==> config.mk <==
export PLATFORM = sky130hd
export DESIGN_NAME = uart_break_reset
export DESIGN_NICKNAME = d
export VERILOG_FILES = /design/src/core/uart_pkg.sv /design/src/core/baud_if.sv /design/src/core/uart_baud_gen.sv /design/src/core/uart_break_reset.sv
export SDC_FILE = /design/constraint.sdc
export NUM_CORES = 1
export LEC_CHECK = 0
export ABC_CLOCK_PERIOD_IN_PS = 4000
export BUFFER_PORTS_ARGS = -buffer_cell sky130_fd_sc_hd__buf_2
export CAP_MARGIN = 20
export CORE_ASPECT_RATIO = 0.9
export CORE_MARGIN = 10
export CORE_UTILIZATION = 45
export CTS_CLUSTER_SIZE = 24
export DETAILED_ROUTE_END_ITERATION = 6
export SYNTH_ARGS = -nofsm -noshare
export SYNTH_HDL_FRONTEND = slang
export SYNTH_SLANG_ARGS = --single-unit
==> constraint.sdc <==
create_clock -name clock -period 4 [get_ports clock]
set_clock_uncertainty 0.2 [all_clocks]
set_input_delay 0.2 -clock clock [delete_from_list [all_inputs] [get_ports clock]]
set_output_delay 0.2 -clock clock [all_outputs]
set_load 0.005 [all_outputs]
==> src/core/uart_pkg.sv <==
// Shared constants and types of the serial port with break reset
package uart_pkg;
  localparam int CLK_HZ = 250000000;
  localparam int OVERSAMPLE = 16;
  // Bit rate equals setting / 0.004096 s, sampled at OVERSAMPLE per bit
  localparam int BAUD_DIVIDEND_US = 4096;
  localparam int BAUD_MODULUS = (CLK_HZ / 1000000) * BAUD_DIVIDEND_US / OVERSAMPLE;
  // Break duration counted in units of this many microseconds
  localparam int BREAK_UNIT_US = 1000;
  localparam int BREAK_UNIT_CYCLES = (CLK_HZ / 1000000) * BREAK_UNIT_US;

  localparam int ADDR_W = 8;
  localparam logic [7:0] REG_CTRL = 8'h00;
  localparam logic [7:0] REG_BAUD = 8'h04;
  localparam logic [7:0] REG_TIMEOUT = 8'h08;
  localparam logic [7:0] REG_TXDATA = 8'h0C;
  localparam logic [7:0] REG_RXDATA = 8'h10;
  localparam logic [7:0] REG_STATUS = 8'h14;
  localparam logic [7:0] REG_MASK = 8'h18;
  localparam logic [7:0] REG_STATE = 8'h1C;

  localparam int CTRL_W = 6;
  localparam int CTRL_ENABLE = 0;
  localparam int CTRL_PARITY_EN = 1;
  localparam int CTRL_PARITY_ODD = 2;
  localparam int CTRL_TWO_STOP = 3;
  localparam int CTRL_FLOW_EN = 4;
  localparam int CTRL_SEND_BREAK = 5;
  localparam logic [5:0] CTRL_RESET = 6'h01;
  localparam logic [15:0] BAUD_RESET = 16'h01D8;
  localparam logic [15:0] TIMEOUT_RESET = 16'h01A4;

  localparam int NUM_EVENTS = 6;
  localparam int EV_RX_DONE = 0;
  localparam int EV_TX_DONE = 1;
  localparam int EV_PARITY_ERR = 2;
  localparam int EV_FRAME_ERR = 3;
  localparam int EV_OVERRUN = 4;
  localparam int EV_BREAK = 5;

  typedef enum logic [2:0] {
    SER_IDLE = 3'b000,
    SER_START = 3'b001,
    SER_DATA = 3'b010,
    SER_PARITY = 3'b011,
    SER_STOP = 3'b100
  } serState_t;
endpackage : uart_pkg

==> src/core/baud_if.sv <==
// Rate setting and oversample tick between the port and its rate generator
interface baud_if;
  logic [15:0] setting;
  logic tick;
  modport gen (input setting, output tick);
  modport user (output setting, input tick);
endinterface : baud_if

==> src/core/uart_baud_gen.sv <==
// Fractional rate generator producing the oversample tick
module uart_baud_gen
(
  input wire logic clock,
  input wire logic rst,
  baud_if.gen bus
);
  import uart_pkg::*;
  localparam logic [16:0] MODULUS = 17'(BAUD_MODULUS); // RL5

  logic [16:0] acc_reg;
  logic [16:0] acc_next;
  logic tick_reg;
  logic tick_next;
  logic [16:0] sum;

  always_comb
  begin
    sum = acc_reg + {1'b0, bus.setting};
    acc_next = sum;
    tick_next = 1'b0;
    if (sum >= MODULUS) // RL4
    begin
      acc_next = sum - MODULUS;
      tick_next = 1'b1;
    end
  end

  always_ff @(posedge clock)
  begin
    if (rst)
    begin
      acc_reg <= 17'h00000;
      tick_reg <= 1'b0;
    end
    else
    begin
      acc_reg <= acc_next;
      tick_reg <= tick_next;
    end
  end

  assign bus.tick = tick_reg;
endmodule : uart_baud_gen

==> src/core/uart_break_reset.sv <==
// Serial port with flow control, break detection chip reset and break send
// Summary of operation
// (RL1) Active-low RTS/CTS; send only while CTS low
// (RL2) 8 data bits, parity none/odd/even, 1-2 stops
// (RL3) Any rate 1200 baud to 3.0 Mbaud
// (RL4) Rate equals setting divided by 0.004096
// (RL5) Standard settings give standard rates
// (RL6) Long receive low requests full chip reset
// (RL7) Can send break by holding transmit low
// (RL8) Host pulls receive line high when idle
// (RL9) Four chip reset sources combined
// (RL10) Outputs float during reset, pads keep pulls
// (RL11) Warm reset keeps rate, cold reloads default
// (RL12) Serial outputs high impedance while in reset
// (RL13) Low start bit, LSB first, idle high
//
// The register addresses and the strobed register port are this design's own decisions.
module uart_break_reset
#(
  parameter int BREAK_UNIT = uart_pkg::BREAK_UNIT_CYCLES
)
(
  input wire logic clock,
  input wire logic rst,
  input wire logic [uart_pkg::ADDR_W-1:0] regAddr,
  input wire logic [31:0] regWdata,
  input wire logic regWrite,
  input wire logic regRead,
  output logic [31:0] regRdata,
  input wire logic rxLine,
  input wire logic ctsN,
  output logic txLine,
  output logic txOe,
  output logic rtsN,
  output logic rtsOe,
  output logic irq,
  input wire logic resetPin,
  input wire logic powerOnDetect,
  input wire logic watchdogExpire,
  input wire logic coldReset,
  output logic chipResetReq
);
  import uart_pkg::*;
  localparam int TICK_MAX_WAIT = 128;

  baud_if baudBus ();

  logic [CTRL_W-1:0] ctrl_reg, ctrl_next;
  logic [15:0] baud_reg, baud_next;
  logic [15:0] timeout_reg, timeout_next;
  logic [NUM_EVENTS-1:0] status_reg, status_next, mask_reg, mask_next;
  logic [31:0] rdata_reg, rdata_next;
  logic irq_reg, irq_next;
  logic [NUM_EVENTS-1:0] events;
  logic txLoad, rxTake;

  serState_t txState_reg, txState_next;
  logic [3:0] txTick_reg, txTick_next;
  logic [2:0] txBit_reg, txBit_next;
  logic txStop2_reg, txStop2_next;
  logic [7:0] txShift_reg, txShift_next, txHold_reg, txHold_next;
  logic txLine_reg, txLine_next, txOe_reg, txOe_next, txDone;

  serState_t rxState_reg, rxState_next;
  logic [3:0] rxTick_reg, rxTick_next;
  logic [2:0] rxBit_reg, rxBit_next;
  logic [7:0] rxShift_reg, rxShift_next, rxData_reg, rxData_next;
  logic rxFull_reg, rxFull_next, rxPar_reg, rxPar_next;
  logic rtsN_reg, rtsN_next, rtsOe_reg, rtsOe_next;
  logic rxDone, parErr, frameErr, overrun;

  logic [31:0] brkPre_reg, brkPre_next;
  logic [15:0] brkUnits_reg, brkUnits_next;
  logic brkFired_reg, brkFired_next, brkFire;
  logic chipReq_reg, chipReq_next;

  assign baudBus.setting = baud_reg;

  uart_baud_gen baudGen (
    .clock(clock),
    .rst(rst),
    .bus(baudBus)
  );

  function automatic logic hit(input logic [ADDR_W-1:0] a, input logic [ADDR_W-1:0] r);
    hit = (a == r);
  endfunction : hit

  // Register file, sticky events and interrupt
  always_comb
  begin
    ctrl_next = ctrl_reg;
    baud_next = baud_reg;
    timeout_next = timeout_reg;
    mask_next = mask_reg;
    status_next = status_reg;
    rdata_next = 32'h00000000;
    txLoad = 1'b0;
    rxTake = 1'b0;
    if (regWrite)
    begin
      if (hit(regAddr, REG_CTRL))
        ctrl_next = regWdata[CTRL_W-1:0];
      else if (hit(regAddr, REG_BAUD))
        baud_next = regWdata[15:0]; // RL3
      else if (hit(regAddr, REG_TIMEOUT))
        timeout_next = regWdata[15:0];
      else if (hit(regAddr, REG_TXDATA))
        txLoad = 1'b1;
      else if (hit(regAddr, REG_STATUS))
        status_next = status_reg & ~regWdata[NUM_EVENTS-1:0];
      else if (hit(regAddr, REG_MASK))
        mask_next = regWdata[NUM_EVENTS-1:0];
    end
    // A new event wins over a clear in the same cycle
    status_next = status_next | events;
    if (regRead)
    begin
      if (hit(regAddr, REG_CTRL))
        rdata_next = {26'h0000000, ctrl_reg};
      else if (hit(regAddr, REG_BAUD))
        rdata_next = {16'h0000, baud_reg};
      else if (hit(regAddr, REG_TIMEOUT))
        rdata_next = {16'h0000, timeout_reg};
      else if (hit(regAddr, REG_RXDATA))
      begin
        rdata_next = {24'h000000, rxData_reg};
        rxTake = 1'b1;
      end
      else if (hit(regAddr, REG_STATUS))
        rdata_next = {26'h0000000, status_reg};
      else if (hit(regAddr, REG_MASK))
        rdata_next = {26'h0000000, mask_reg};
      else if (hit(regAddr, REG_STATE))
        rdata_next = {27'h0000000, rxLine, brkFired_reg, rxFull_reg,
                      rxState_reg != SER_IDLE, txState_reg != SER_IDLE};
    end
    irq_next = |(status_next & mask_next);
  end

  assign events = {brkFire, overrun, frameErr, parErr, txDone, rxDone};

  always_ff @(posedge clock)
  begin
    if (rst)
    begin
      ctrl_reg <= CTRL_RESET;
      timeout_reg <= TIMEOUT_RESET;
      status_reg <= '0;
      mask_reg <= '0;
      rdata_reg <= 32'h00000000;
      irq_reg <= 1'b0;
      if (coldReset)
        baud_reg <= BAUD_RESET; // RL11
    end
    else
    begin
      ctrl_reg <= ctrl_next;
      baud_reg <= baud_next;
      timeout_reg <= timeout_next;
      status_reg <= status_next;
      mask_reg <= mask_next;
      rdata_reg <= rdata_next;
      irq_reg <= irq_next;
    end
  end

  // Transmitter
  always_comb
  begin
    txState_next = txState_reg;
    txTick_next = txTick_reg;
    txBit_next = txBit_reg;
    txStop2_next = txStop2_reg;
    txShift_next = txShift_reg;
    txHold_next = txHold_reg;
    txDone = 1'b0;
    case (txState_reg)
      SER_IDLE:
        if (txLoad && ctrl_reg[CTRL_ENABLE] && !(ctrl_reg[CTRL_FLOW_EN] && ctsN)) // RL1
        begin
          txState_next = SER_START; // RL13
          txShift_next = regWdata[7:0];
          txHold_next = regWdata[7:0];
          txTick_next = 4'h0;
        end
      default:
        if (baudBus.tick)
        begin
          txTick_next = txTick_reg + 4'h1;
          if (txTick_reg == 4'(OVERSAMPLE - 1))
          begin
            case (txState_reg)
              SER_START:
              begin
                txState_next = SER_DATA;
                txBit_next = 3'h0;
              end
              SER_DATA:
              begin
                txShift_next = {1'b0, txShift_reg[7:1]}; // RL13
                txBit_next = txBit_reg + 3'h1;
                if (txBit_reg == 3'h7)
                  txState_next = ctrl_reg[CTRL_PARITY_EN] ? SER_PARITY : SER_STOP; // RL2
                txStop2_next = ctrl_reg[CTRL_TWO_STOP];
              end
              SER_PARITY:
                txState_next = SER_STOP;
              default:
                if (txStop2_reg)
                  txStop2_next = 1'b0; // RL2
                else
                begin
                  txState_next = SER_IDLE;
                  txDone = 1'b1;
                end
            endcase
          end
        end
    endcase
    case (txState_next)
      SER_START: txLine_next = 1'b0;
      SER_DATA: txLine_next = txShift_next[0];
      SER_PARITY: txLine_next = ^txHold_next ^ ctrl_reg[CTRL_PARITY_ODD];
      default: txLine_next = 1'b1; // RL13
    endcase
    if (ctrl_reg[CTRL_SEND_BREAK])
      txLine_next = 1'b0; // RL7
    txOe_next = ctrl_reg[CTRL_ENABLE] && !chipReq_reg; // RL12
  end

  always_ff @(posedge clock)
  begin
    if (rst)
    begin
      txState_reg <= SER_IDLE;
      txTick_reg <= 4'h0;
      txBit_reg <= 3'h0;
      txStop2_reg <= 1'b0;
      txShift_reg <= 8'h00;
      txHold_reg <= 8'h00;
      txLine_reg <= 1'b1;
      txOe_reg <= 1'b0; // RL10
    end
    else
    begin
      txState_reg <= txState_next;
      txTick_reg <= txTick_next;
      txBit_reg <= txBit_next;
      txStop2_reg <= txStop2_next;
      txShift_reg <= txShift_next;
      txHold_reg <= txHold_next;
      txLine_reg <= txLine_next;
      txOe_reg <= txOe_next;
    end
  end

  // Receiver, sampling at mid-bit
  always_comb
  begin
    rxState_next = rxState_reg;
    rxTick_next = rxTick_reg;
    rxBit_next = rxBit_reg;
    rxShift_next = rxShift_reg;
    rxData_next = rxData_reg;
    rxPar_next = rxPar_reg;
    rxFull_next = rxFull_reg && !rxTake;
    rxDone = 1'b0;
    parErr = 1'b0;
    frameErr = 1'b0;
    overrun = 1'b0;
    if (baudBus.tick && ctrl_reg[CTRL_ENABLE])
    begin
      rxTick_next = rxTick_reg + 4'h1;
      case (rxState_reg)
        SER_IDLE:
          if (!rxLine)
          begin
            rxState_next = SER_START;
            rxTick_next = 4'h0;
          end
        SER_START:
          if (rxTick_reg == 4'(OVERSAMPLE / 2 - 1))
          begin
            rxState_next = rxLine ? SER_IDLE : SER_DATA; // RL13
            rxTick_next = 4'h0;
            rxBit_next = 3'h0;
            rxPar_next = ctrl_reg[CTRL_PARITY_ODD];
          end
        SER_DATA:
          if (rxTick_reg == 4'(OVERSAMPLE - 1))
          begin
            rxShift_next = {rxLine, rxShift_reg[7:1]}; // RL13
            rxPar_next = rxPar_reg ^ rxLine;
            rxBit_next = rxBit_reg + 3'h1;
            if (rxBit_reg == 3'h7)
              rxState_next = ctrl_reg[CTRL_PARITY_EN] ? SER_PARITY : SER_STOP;
          end
        SER_PARITY:
          if (rxTick_reg == 4'(OVERSAMPLE - 1))
          begin
            parErr = rxPar_reg ^ rxLine; // RL2
            rxState_next = SER_STOP;
          end
        default:
          if (rxTick_reg == 4'(OVERSAMPLE - 1))
          begin
            rxState_next = SER_IDLE;
            frameErr = !rxLine;
            rxDone = 1'b1;
            overrun = rxFull_reg && !rxTake;
            rxData_next = rxShift_reg;
            rxFull_next = 1'b1;
          end
      endcase
    end
    rtsN_next = ctrl_reg[CTRL_FLOW_EN] && rxFull_next; // RL1
    rtsOe_next = ctrl_reg[CTRL_ENABLE] && !chipReq_reg; // RL12
  end

  always_ff @(posedge clock)
  begin
    if (rst)
    begin
      rxState_reg <= SER_IDLE;
      rxTick_reg <= 4'h0;
      rxBit_reg <= 3'h0;
      rxShift_reg <= 8'h00;
      rxData_reg <= 8'h00;
      rxPar_reg <= 1'b0;
      rxFull_reg <= 1'b0;
      rtsN_reg <= 1'b1;
      rtsOe_reg <= 1'b0; // RL10
    end
    else
    begin
      rxState_reg <= rxState_next;
      rxTick_reg <= rxTick_next;
      rxBit_reg <= rxBit_next;
      rxShift_reg <= rxShift_next;
      rxData_reg <= rxData_next;
      rxPar_reg <= rxPar_next;
      rxFull_reg <= rxFull_next;
      rtsN_reg <= rtsN_next;
      rtsOe_reg <= rtsOe_next;
    end
  end

  // Break duration measurement and chip reset request
  always_comb
  begin
    brkPre_next = 32'h00000000;
    brkUnits_next = 16'h0000;
    brkFired_next = 1'b0;
    brkFire = 1'b0;
    if (!rxLine && ctrl_reg[CTRL_ENABLE])
    begin
      brkFired_next = brkFired_reg;
      brkUnits_next = brkUnits_reg;
      brkPre_next = brkPre_reg + 32'h00000001;
      if (brkPre_reg == 32'(BREAK_UNIT - 1))
      begin
        brkPre_next = 32'h00000000;
        if (brkUnits_reg != 16'hFFFF)
          brkUnits_next = brkUnits_reg + 16'h0001;
      end
      if (brkUnits_reg > timeout_reg && !brkFired_reg)
      begin
        brkFire = 1'b1; // RL6
        brkFired_next = 1'b1;
      end
    end
    chipReq_next = resetPin || powerOnDetect || watchdogExpire || brkFire; // RL9
  end

  always_ff @(posedge clock)
  begin
    if (rst)
    begin
      brkPre_reg <= 32'h00000000;
      brkUnits_reg <= 16'h0000;
      brkFired_reg <= 1'b0;
      chipReq_reg <= 1'b0;
    end
    else
    begin
      brkPre_reg <= brkPre_next;
      brkUnits_reg <= brkUnits_next;
      brkFired_reg <= brkFired_next;
      chipReq_reg <= chipReq_next;
    end
  end

  assign regRdata = rdata_reg;
  assign irq = irq_reg;
  assign txLine = txLine_reg;
  assign txOe = txOe_reg;
  assign rtsN = rtsN_reg;
  assign rtsOe = rtsOe_reg;
  assign chipResetReq = chipReq_reg;
endmodule : uart_break_reset

==> results of run 1 <==
[stage by stage]
step           hold slack, ns  power, mW  cells  setup WS [ns]  util, %
3_3_place_gp            0.202       3.34   1435          0.633     48.1
3_5_place_dp            0.213       3.35   1435          0.567     48.1
4_1_cts               0.00793       5.06   1487          0.555     51.8
6_report               0.0181       5.04   1488          0.532     51.9
2_1_floorplan           0.136       3.11   1149          0.404        -
5_1_grt                0.0258       5.32   1488          0.255     51.9
[worst min-delay path by stage]
stage	cells after the start	slack, ns	end	startpoint
2_1_floorplan	2	0.14	timeout_reg[3]	regWdata[3]
3_3_place_gp	1	0.20	rtsOe	chipResetReq
3_5_place_dp	1	0.21	rtsOe	chipResetReq
4_1_cts	2	0.008	txBit_reg[0]	rst
5_1_grt	2	0.03	baudGen.acc_reg[6]	rst
6_report	2	0.02	baudGen.acc_reg[6]	rst
[cell type report]
class,count,area [um2]
clock buffer,20,447
clock inverter,11,126
fill,2067,10100
inverter,39,146
multi-input combinational,852,5160
sequential,193,4020
tap,286,358
timing repair buffer,87,568
[power groups by stage]
stage | Sequential [mW] | Clock (mW) | Combinational (mW)
finish | 2.11 | 1.70 | 1.23
floorplan | 2.13 | 0 | 0.982
global placement | 2.15 | 0 | 1.19
detailed placement | 2.16 | 0 | 1.19
global route | 2.12 | 1.82 | 1.38
CTS | 2.11 | 1.73 | 1.22
[layout by cell type, fill, tap and decap left out, types with 5 or more instances in the layout]
cell type,count
sky130_fd_sc_hd__clkbuf_16,17
sky130_fd_sc_hd__or2_2,8
sky130_fd_sc_hd__and2_1,11
sky130_fd_sc_hd__a31oi_1,7
sky130_fd_sc_hd__o31ai_1,5
sky130_fd_sc_hd__xor2_1,32
sky130_fd_sc_hd__and3_1,13
sky130_fd_sc_hd__nor2_1,142
sky130_fd_sc_hd__dfxtp_1,177
sky130_fd_sc_hd__o211ai_1,10
sky130_fd_sc_hd__dlygate4sd3_1,21
sky130_fd_sc_hd__a21o_1,6
sky130_fd_sc_hd__buf_2,55
sky130_fd_sc_hd__a21boi_0,5
sky130_fd_sc_hd__edfxtp_1,16
sky130_fd_sc_hd__inv_1,39
sky130_fd_sc_hd__a22oi_1,15
sky130_fd_sc_hd__nand2b_1,12
sky130_fd_sc_hd__a211oi_1,5
sky130_fd_sc_hd__or3_1,20
sky130_fd_sc_hd__o21a_1,7
sky130_fd_sc_hd__nor2b_1,15
sky130_fd_sc_hd__mux2i_1,28
sky130_fd_sc_hd__buf_4,11
sky130_fd_sc_hd__nor3_1,16
sky130_fd_sc_hd__and4_1,5
sky130_fd_sc_hd__nand3_1,30
sky130_fd_sc_hd__xnor2_1,29
sky130_fd_sc_hd__a21oi_1,87
sky130_fd_sc_hd__conb_1,16
sky130_fd_sc_hd__o21ai_0,39
sky130_fd_sc_hd__nand2_1,154
sky130_fd_sc_hd__ha_1,41
sky130_fd_sc_hd__nand4_1,15
sky130_fd_sc_hd__nor4_1,7
[critical path, stage by stage (launching register included)]
cell	delay (ns)
sky130_fd_sc_hd__edfxtp_1	0.48
sky130_fd_sc_hd__ha_1	0.34
sky130_fd_sc_hd__a211oi_2	0.26
sky130_fd_sc_hd__o21a_1	0.20
sky130_fd_sc_hd__a21o_1	0.23
sky130_fd_sc_hd__nand2_1	0.10
sky130_fd_sc_hd__xnor2_1	0.38
sky130_fd_sc_hd__ha_1	0.32
sky130_fd_sc_hd__o41ai_1	0.13
sky130_fd_sc_hd__a32oi_2	0.40
sky130_fd_sc_hd__nor3_1	0.08
sky130_fd_sc_hd__a31o_2	0.24
[logic make-up (layout without fill, tap and decap cells)]
group,Yosys count,after routing,share of synthesized area [%]
other,1,16,0.0390
AO/OA/AOI/OAI,235,235,15.9
AND/OR/NAND/NOR,468,468,22.8
buffers and inverters,104,157,5.06
adder cells (fa/ha/maj),42,42,5.54
flip-flops,193,193,41.8
multiplexers,30,30,3.26
XOR/XNOR,61,61,5.55
[per-layer routing]
layer	vias to the layer above	GRT usage [%]	share of wire (%)
li1	4030	-	-
met2	155	26.8	46
met1	3727	22.5	49
met5	-	0	0
met3	17	3.01	4.2
met4	0	4.93	1.1
==> metrics.log, run 1 <==
INFO  metric status = finished, final reports clean
INFO  metric mappedNetlistArea = slightly below 10000 um2
INFO  metric worstReg2RegEnd = baudGen.acc_reg[10]
INFO  metric power_switching_share = 30.9%
INFO  metric cts-root-to-sink-buffers = 2
INFO  metric cell_with_the_most_instances_after_synthesis = sky130_fd_sc_hd__dfxtp_1
INFO  metric cap_viol_max_count = 0
INFO  metric wl_per_cell = 15.6 um
INFO  metric synth_common_cells = sky130_fd_sc_hd__dfxtp_1 (177), sky130_fd_sc_hd__nand2_1 (154), sky130_fd_sc_hd__nor2_1 (142), sky130_fd_sc_hd__a21oi_1 (87), sky130_fd_sc_hd__ha_1 (41)
INFO  metric portion_of_total_power_attributed_to_combinational_logic = roughly 24%
INFO  metric maxSlewViolCount = 0
INFO  metric postPlaceCellArea = 10000 um2
INFO  metric placement.io_buffers = between 50 and 60
INFO  metric switchingPower = between 1.5 and 2 mW
INFO  metric hold_path.class = in2reg
INFO  metric die_x = 174 um
INFO  metric fmax = 0.288 GHz
INFO  metric via_count_normalized_by_instance_count = ~5.3
INFO  metric p_int = 3.48 mW
INFO  metric drive_gt1_share = 10.7%
INFO  metric final_hold_viol_count = 0
INFO  metric synth_warnings = 0
INFO  metric grt_pass1_vias = 7666
INFO  metric worst-setup-path-type = reg2reg
INFO  metric die_span_y = 159 um
INFO  metric antenna_found_initial = 0
INFO  metric layout_worst_path_cycle_share = between 80% and 90%
INFO  metric postRouteAntennaNets = 0
INFO  metric clk_root_buffer_cell = sky130_fd_sc_hd__clkbuf_16
INFO  metric post-cts-setup-buffer-count = 0
INFO  metric worstReg2RegStart = baudBus.setting[1]
INFO  metric worst-r2r-setup-slack = between 0.5 and 0.6 ns
INFO  metric synth-seq-area-share = 41.8%
INFO  metric cts_tree = yes
INFO  metric synth_area_leaders = sky130_fd_sc_hd__dfxtp_1 (37%), sky130_fd_sc_hd__nand2_1 (6.0%), sky130_fd_sc_hd__nor2_1 (5.5%), sky130_fd_sc_hd__ha_1 (5.3%), sky130_fd_sc_hd__edfxtp_1 (5.0%)
INFO  metric aggregate_global_route_resource_usage = 16.7%
INFO  metric number_of_instances_in_the_synthesized_netlist = 1134
INFO  metric core_area = about 21000 um2
INFO  metric synth_ff_type = sky130_fd_sc_hd__dfxtp_1
INFO  metric relSlewSlack = about half
INFO  metric detailedRoute.firstIterationViolations = between 500 and 600
INFO  metric grt_first_pass_wirelength = about 39000 um
INFO  metric io-pin-count = 88
INFO  metric remaining_drc_errors = 0
INFO  metric tns = 0 ns
INFO  metric vdd.ir_drop.worst = between 0.2 and 0.3 mV
INFO  metric inserted_clock_buffers = 17
INFO  metric yosys_register_bits = roughly 190
INFO  metric post_synth.cell_area_avg = 8.48 um2
INFO  metric synthToLayoutAreaGrowth = 12.6%
INFO  metric finalNetCount = 1282
INFO  metric cts.htree.levels = 4
INFO  metric finalSetupViolCount = 0
INFO  metric cp-startpoint = baudBus.setting[1]
INFO  metric insertedDiodeCount = 0
INFO  metric final_area = between 10000 and 15000 um2
INFO  metric grt_overflow = 0
INFO  metric cp-endpoint = baudGen.acc_reg[10]
INFO  metric number_of_flip_flops_in_the_largest_register = 32
INFO  metric worst-endpoint-required = a little over 4 ns
INFO  metric cp_data_arrival_time = approximately 3.6 ns
INFO  metric die_area = 27600 um2
INFO  metric async_flop_share = 0%
INFO  metric initial_utilization = 46.0%
INFO  metric drt_wl_total = between 20000 and 25000 um
INFO  metric clockPowerShare = 33.7%
INFO  metric worstSetupStartpointType = flip-flop
INFO  metric final_period_minus_worst_setup_slack = 3.47 ns
INFO  metric clk-insertion-delay-late = 0.44 ns
INFO  metric rsz0062_at_grt = no
INFO  metric vias = ~8000
INFO  metric synthDominantCellAreaShare = 36.8%
INFO  metric worst-r2r-cell-count = 11
INFO  metric yosysTopAreaCell = sky130_fd_sc_hd__dfxtp_1
INFO  metric share_seq_of_total_power = between 40% and 50%
INFO  metric hpwl_after_detailed_placement = between 15000 and 20000 um
INFO  metric tightestPinTransition = between 0.7 and 0.8 ns
INFO  metric synth.lib_cells_used.distinct = between 80 and 90
INFO  metric power_leakage = between 4 and 5 nW
INFO  metric num_rows = 50
INFO  metric setup.worst_path.end_class = flip-flop
INFO  metric clock_pin_slew_of_the_registers_on_the_worst_case_setup_and_hold_paths = 0.07 ns
INFO  metric grt_max_degree = 75
INFO  metric dr.pass1.iters = 5
INFO  metric cts_resized = 0
INFO  metric gpl.final_weighted_congestion = 0.841
INFO  metric power-per-cell-area = 465 nW/um2
INFO  metric critical_path.max_fanout = 7
INFO  metric number_of_buffers_added_to_fix_hold_violations_after_cts = 21
INFO  metric clock_sink_count = between 150 and 200
INFO  metric synth_enable_flop_cells = 16
Power figures use the tool's default switching activity.
==> run 2: changes to the inputs <==
CELL_PAD_IN_SITES_DETAIL_PLACEMENT = 1   (was default)
CELL_PAD_IN_SITES_GLOBAL_PLACEMENT = 2   (was default)
CORE_UTILIZATION = 36   (was 45)
PLACE_DENSITY_LB_ADDON = 0.1   (was default)
==> run 2 against run 1 <==
  * Final cell count increased by 5.2%
  * Sequential power about the same
  * Wire length increased by 19%
  * Critical endpoint unchanged
==> metrics.log, run 2 (synthesis gave the netlist of run 1 again) <==
INFO  metric power_leakage = 4.30 nW (was 4.23 nW)
INFO  metric wl_per_cell = 17.6 um (was 15.6 um)
INFO  metric gpl.final_weighted_congestion = 0.779 (was 0.841)
INFO  metric cts_tree = yes (unchanged)
INFO  metric num_rows = 56 (was 50)
INFO  metric final_period_minus_worst_setup_slack = 3.49 ns (was 3.47 ns)
INFO  metric hpwl_after_detailed_placement = 19800 um (was 16800 um)
INFO  metric critPathMostFrequentCell = sky130_fd_sc_hd__ha_1 (unchanged)
INFO  metric cp.buffers_inverters = 0 (unchanged)
INFO  metric vias = 8166 (was 7929)
INFO  metric io-pin-count = 88 (unchanged)
INFO  metric die_x = 192 um (was 174 um)
INFO  metric dr.pass1.iters = 6 (was 5)
INFO  metric portion_of_total_power_attributed_to_combinational_logic = 25.3% (was 24.4%)
INFO  metric cts-root-to-sink-buffers = 2 (unchanged)
INFO  metric total_of_fill_cells_in_the_finished_design = 3170 (was 2067)
INFO  metric aggregate_global_route_resource_usage = 16.6% (was 16.7%)
INFO  metric tns = 0 ns (unchanged)
INFO  metric share_seq_of_total_power = 41.7% (was 41.9%)
INFO  metric clock_pin_slew_of_the_registers_on_the_worst_case_setup_and_hold_paths = 0.07 ns (about the same)
INFO  metric place.detailed.instances = 1503 (was 1435)
INFO  metric critical_path.top_delay_family = compound AO/OA/AOI/OAI gates (unchanged)
INFO  metric fmax = 0.286 GHz (was 0.288 GHz)
INFO  metric detailedRoute.firstIterationViolations = 440 (was 565)
INFO  metric synthToLayoutAreaGrowth = 14.5% (was 12.6%)
INFO  metric tightestPinTransition = 1.08 ns (was 0.754 ns)
INFO  metric route.met3.wl = 867 um (was 980 um)
INFO  metric drive_gt1_share = 11.1% (was 10.7%)
INFO  metric setup.worst_path.end_class = flip-flop (unchanged)
INFO  metric clockPowerShare = 32.9% (was 33.7%)
INFO  metric clk_root_buffer_cell = sky130_fd_sc_hd__clkbuf_16 (unchanged)
INFO  metric seqCellArea = 4020 um2 (unchanged)
INFO  metric multiInputGateArea = 5160 um2 (unchanged)
INFO  metric placement.io_buffers = 55 (unchanged)
INFO  metric clk-insertion-delay-late = 0.44 ns (about the same)
INFO  metric detailroute.wirelength.met2 = 12500 um (was 10600 um)
INFO  metric finish.cell_count_without_fillers = 1565 (was 1488)
INFO  metric remaining_drc_errors = 0 (unchanged)
INFO  metric die_span_y = 175 um (was 159 um)
INFO  metric grt_first_pass_wirelength = 45500 um (was 38600 um)
INFO  metric die_area = 33700 um2 (was 27600 um2)
INFO  metric maxSlewViolCount = 0 (unchanged)
INFO  metric grt_max_degree = 94 (was 75)
INFO  metric wl_met1 = 14000 um (was 11300 um)
INFO  metric hold_path.class = in2reg (unchanged)
INFO  metric power-per-cell-area = 460 nW/um2 (was 465 nW/um2)
INFO  metric final_area = 11000 um2 (was 10800 um2)
INFO  metric most-common-layout-cells = sky130_fd_sc_hd__dfxtp_1 (177), sky130_fd_sc_hd__nand2_1 (154), sky130_fd_sc_hd__nor2_1 (142) (unchanged)
INFO  metric max_stage_delay = 0.48 ns (about the same)
INFO  metric finalNetCount = 1296 (was 1282)
INFO  metric dp_worst_setup_slack = 0.547 ns (was 0.567 ns)
INFO  metric relSlewSlack = 27.8% (was 49.7%)
INFO  metric p_int = 3.40 mW (was 3.48 mW)
INFO  metric worst-setup-path-type = reg2reg (unchanged)
INFO  metric final_hold_viol_count = 0 (unchanged)
INFO  metric number_of_flip_flops_in_the_largest_register = 32 (unchanged)
INFO  metric grt_pass1_vias = 8430 (was 7666)
INFO  metric layout_commonest_cell = sky130_fd_sc_hd__dfxtp_1 (unchanged)
INFO  metric crit_slowest_cell = sky130_fd_sc_hd__edfxtp_1 (unchanged)
INFO  metric cap_viol_max_count = 0 (unchanged)
INFO  metric clock_sink_count = 193 (unchanged)
INFO  metric power_switching_share = 32.8% (was 30.9%)
INFO  metric cts.htree.levels = 4 (unchanged)
INFO  metric postRouteAntennaNets = 0 (unchanged)
INFO  metric inserted_clock_buffers = 17 (unchanged)
INFO  metric topRoutingLayerUsed = met5 (was met4)
INFO  metric post-cts-setup-buffer-count = 0 (unchanged)
INFO  metric critical_path.max_fanout = 7 (unchanged)
INFO  metric post-route-worst-setup-slack = 0.509 ns (was 0.532 ns)
INFO  metric path_cells = ha_1 > a211oi_2 > o21a_1 > a21o_1 > nand2_1 > xnor2_1 > ha_1 > o41ai_1 > a32oi_2 > nor3_1 > a31o_2 (unchanged)
INFO  metric vdd.ir_drop.worst = 0.284 mV (was 0.251 mV)
INFO  metric worst-endpoint-required = 4.13 ns (about the same)
INFO  metric cts_resized = 0 (unchanged)
INFO  metric status = finished, final reports clean (unchanged)
INFO  metric switchingPower = 1.66 mW (was 1.56 mW)
INFO  metric worstSetupStartpointType = flip-flop (unchanged)
INFO  metric layout_worst_path_cycle_share = 87.3% (was 86.7%)
INFO  metric drt_wl_total = 27600 um (was 23200 um)
INFO  metric rsz0062_at_grt = no (unchanged)
INFO  metric initial_utilization = 36.7% (was 46.0%)
INFO  metric finalSetupViolCount = 0 (unchanged)
INFO  metric insertedDiodeCount = 0 (unchanged)
INFO  metric postPlaceCellArea = 10200 um2 (was 10000 um2)
INFO  metric grt_overflow = 0 (unchanged)
INFO  metric via_count_normalized_by_instance_count = 5.22 (was 5.33)
INFO  metric cp_data_arrival_time = 3.62 ns (was 3.60 ns)
INFO  metric antenna_found_initial = 1 (was 0)
INFO  metric core_area = 26200 um2 (was 20900 um2)
run 2: changes by cell type in the layout (fill, tap and decap cells not counted):
cell                            change
sky130_fd_sc_hd__clkbuf_1           +1
sky130_fd_sc_hd__clkinv_2           +1
sky130_fd_sc_hd__inv_8              +1
sky130_fd_sc_hd__bufinv_16          -2
sky130_fd_sc_hd__clkbuf_16          +1
sky130_fd_sc_hd__clkinv_4           -1
sky130_fd_sc_hd__dlygate4sd3_1      +8
sky130_fd_sc_hd__buf_4              +6
run 2: layout make-up:
type | count | share of cell area (%)
Clock buffer | 22 | 4.32
Clock inverter | 10 | 0.670
Inverter | 39 | 1.33
Multi-Input combinational cell | 852 | 46.9
Sequential cell | 193 | 36.5
Tap cell | 348 | 3.95
Timing Repair Buffer | 101 | 6.29
run 2: worst min-delay path: cells and delay by family:
kind	cells	cell delay (ns)
and+or+nand+nor	1	0.07
buffers and inverters	1	0.23
AOI/OAI and AO/OA	1	0.20
run 2: final timing paths:
check	startpoint	endpoint	slack [ns]	cells past startpoint
min	regAddr[2]	regRdata[2]	0.12	3
min reg2reg	chipResetReq	rtsOe	0.22	1
max reg2reg	baudBus.setting[2]	baudGen.acc_reg[10]	0.51	11
max	baudBus.setting[2]	baudGen.acc_reg[10]	0.51	11
run 2: timing repair:
action                     in CTS  in global routing
setup endpoints to repair       0                  0
hold endpoints to repair       55                  0
hold buffers                   29                  0
run 2: per-layer routing:
metal	vias to the layer above	global-route usage, %
met3	26	2.91
met2	103	26.1
met1	3976	23.1
li1	4059	-
met4	2	3.65
met5	-	0
run 2: power by group through the flow:
| stage | combinational (mW) | clock [mW] | sequential, mW |
|---|---|---|---|
| 2_1_floorplan | 0.982 | 0 | 2.13 |
| 3_3_place_gp | 1.24 | 0 | 2.16 |
| 3_5_place_dp | 1.24 | 0 | 2.16 |
| 4_1_cts | 1.27 | 1.72 | 2.12 |
| 5_1_grt | 1.44 | 1.78 | 2.13 |
| 6_report | 1.28 | 1.67 | 2.11 |
run 2: stage by stage:
step | util [%] | hold slack, ns | power (mW)
floorplan | - | 0.136 | 3.11
global placement | 38.8 | 0.210 | 3.40
detailed placement | 38.8 | 0.213 | 3.40
CTS | 42.0 | 0.101 | 5.10
global route | 42.0 | 0.177 | 5.35
finish | 42.0 | 0.120 | 5.06
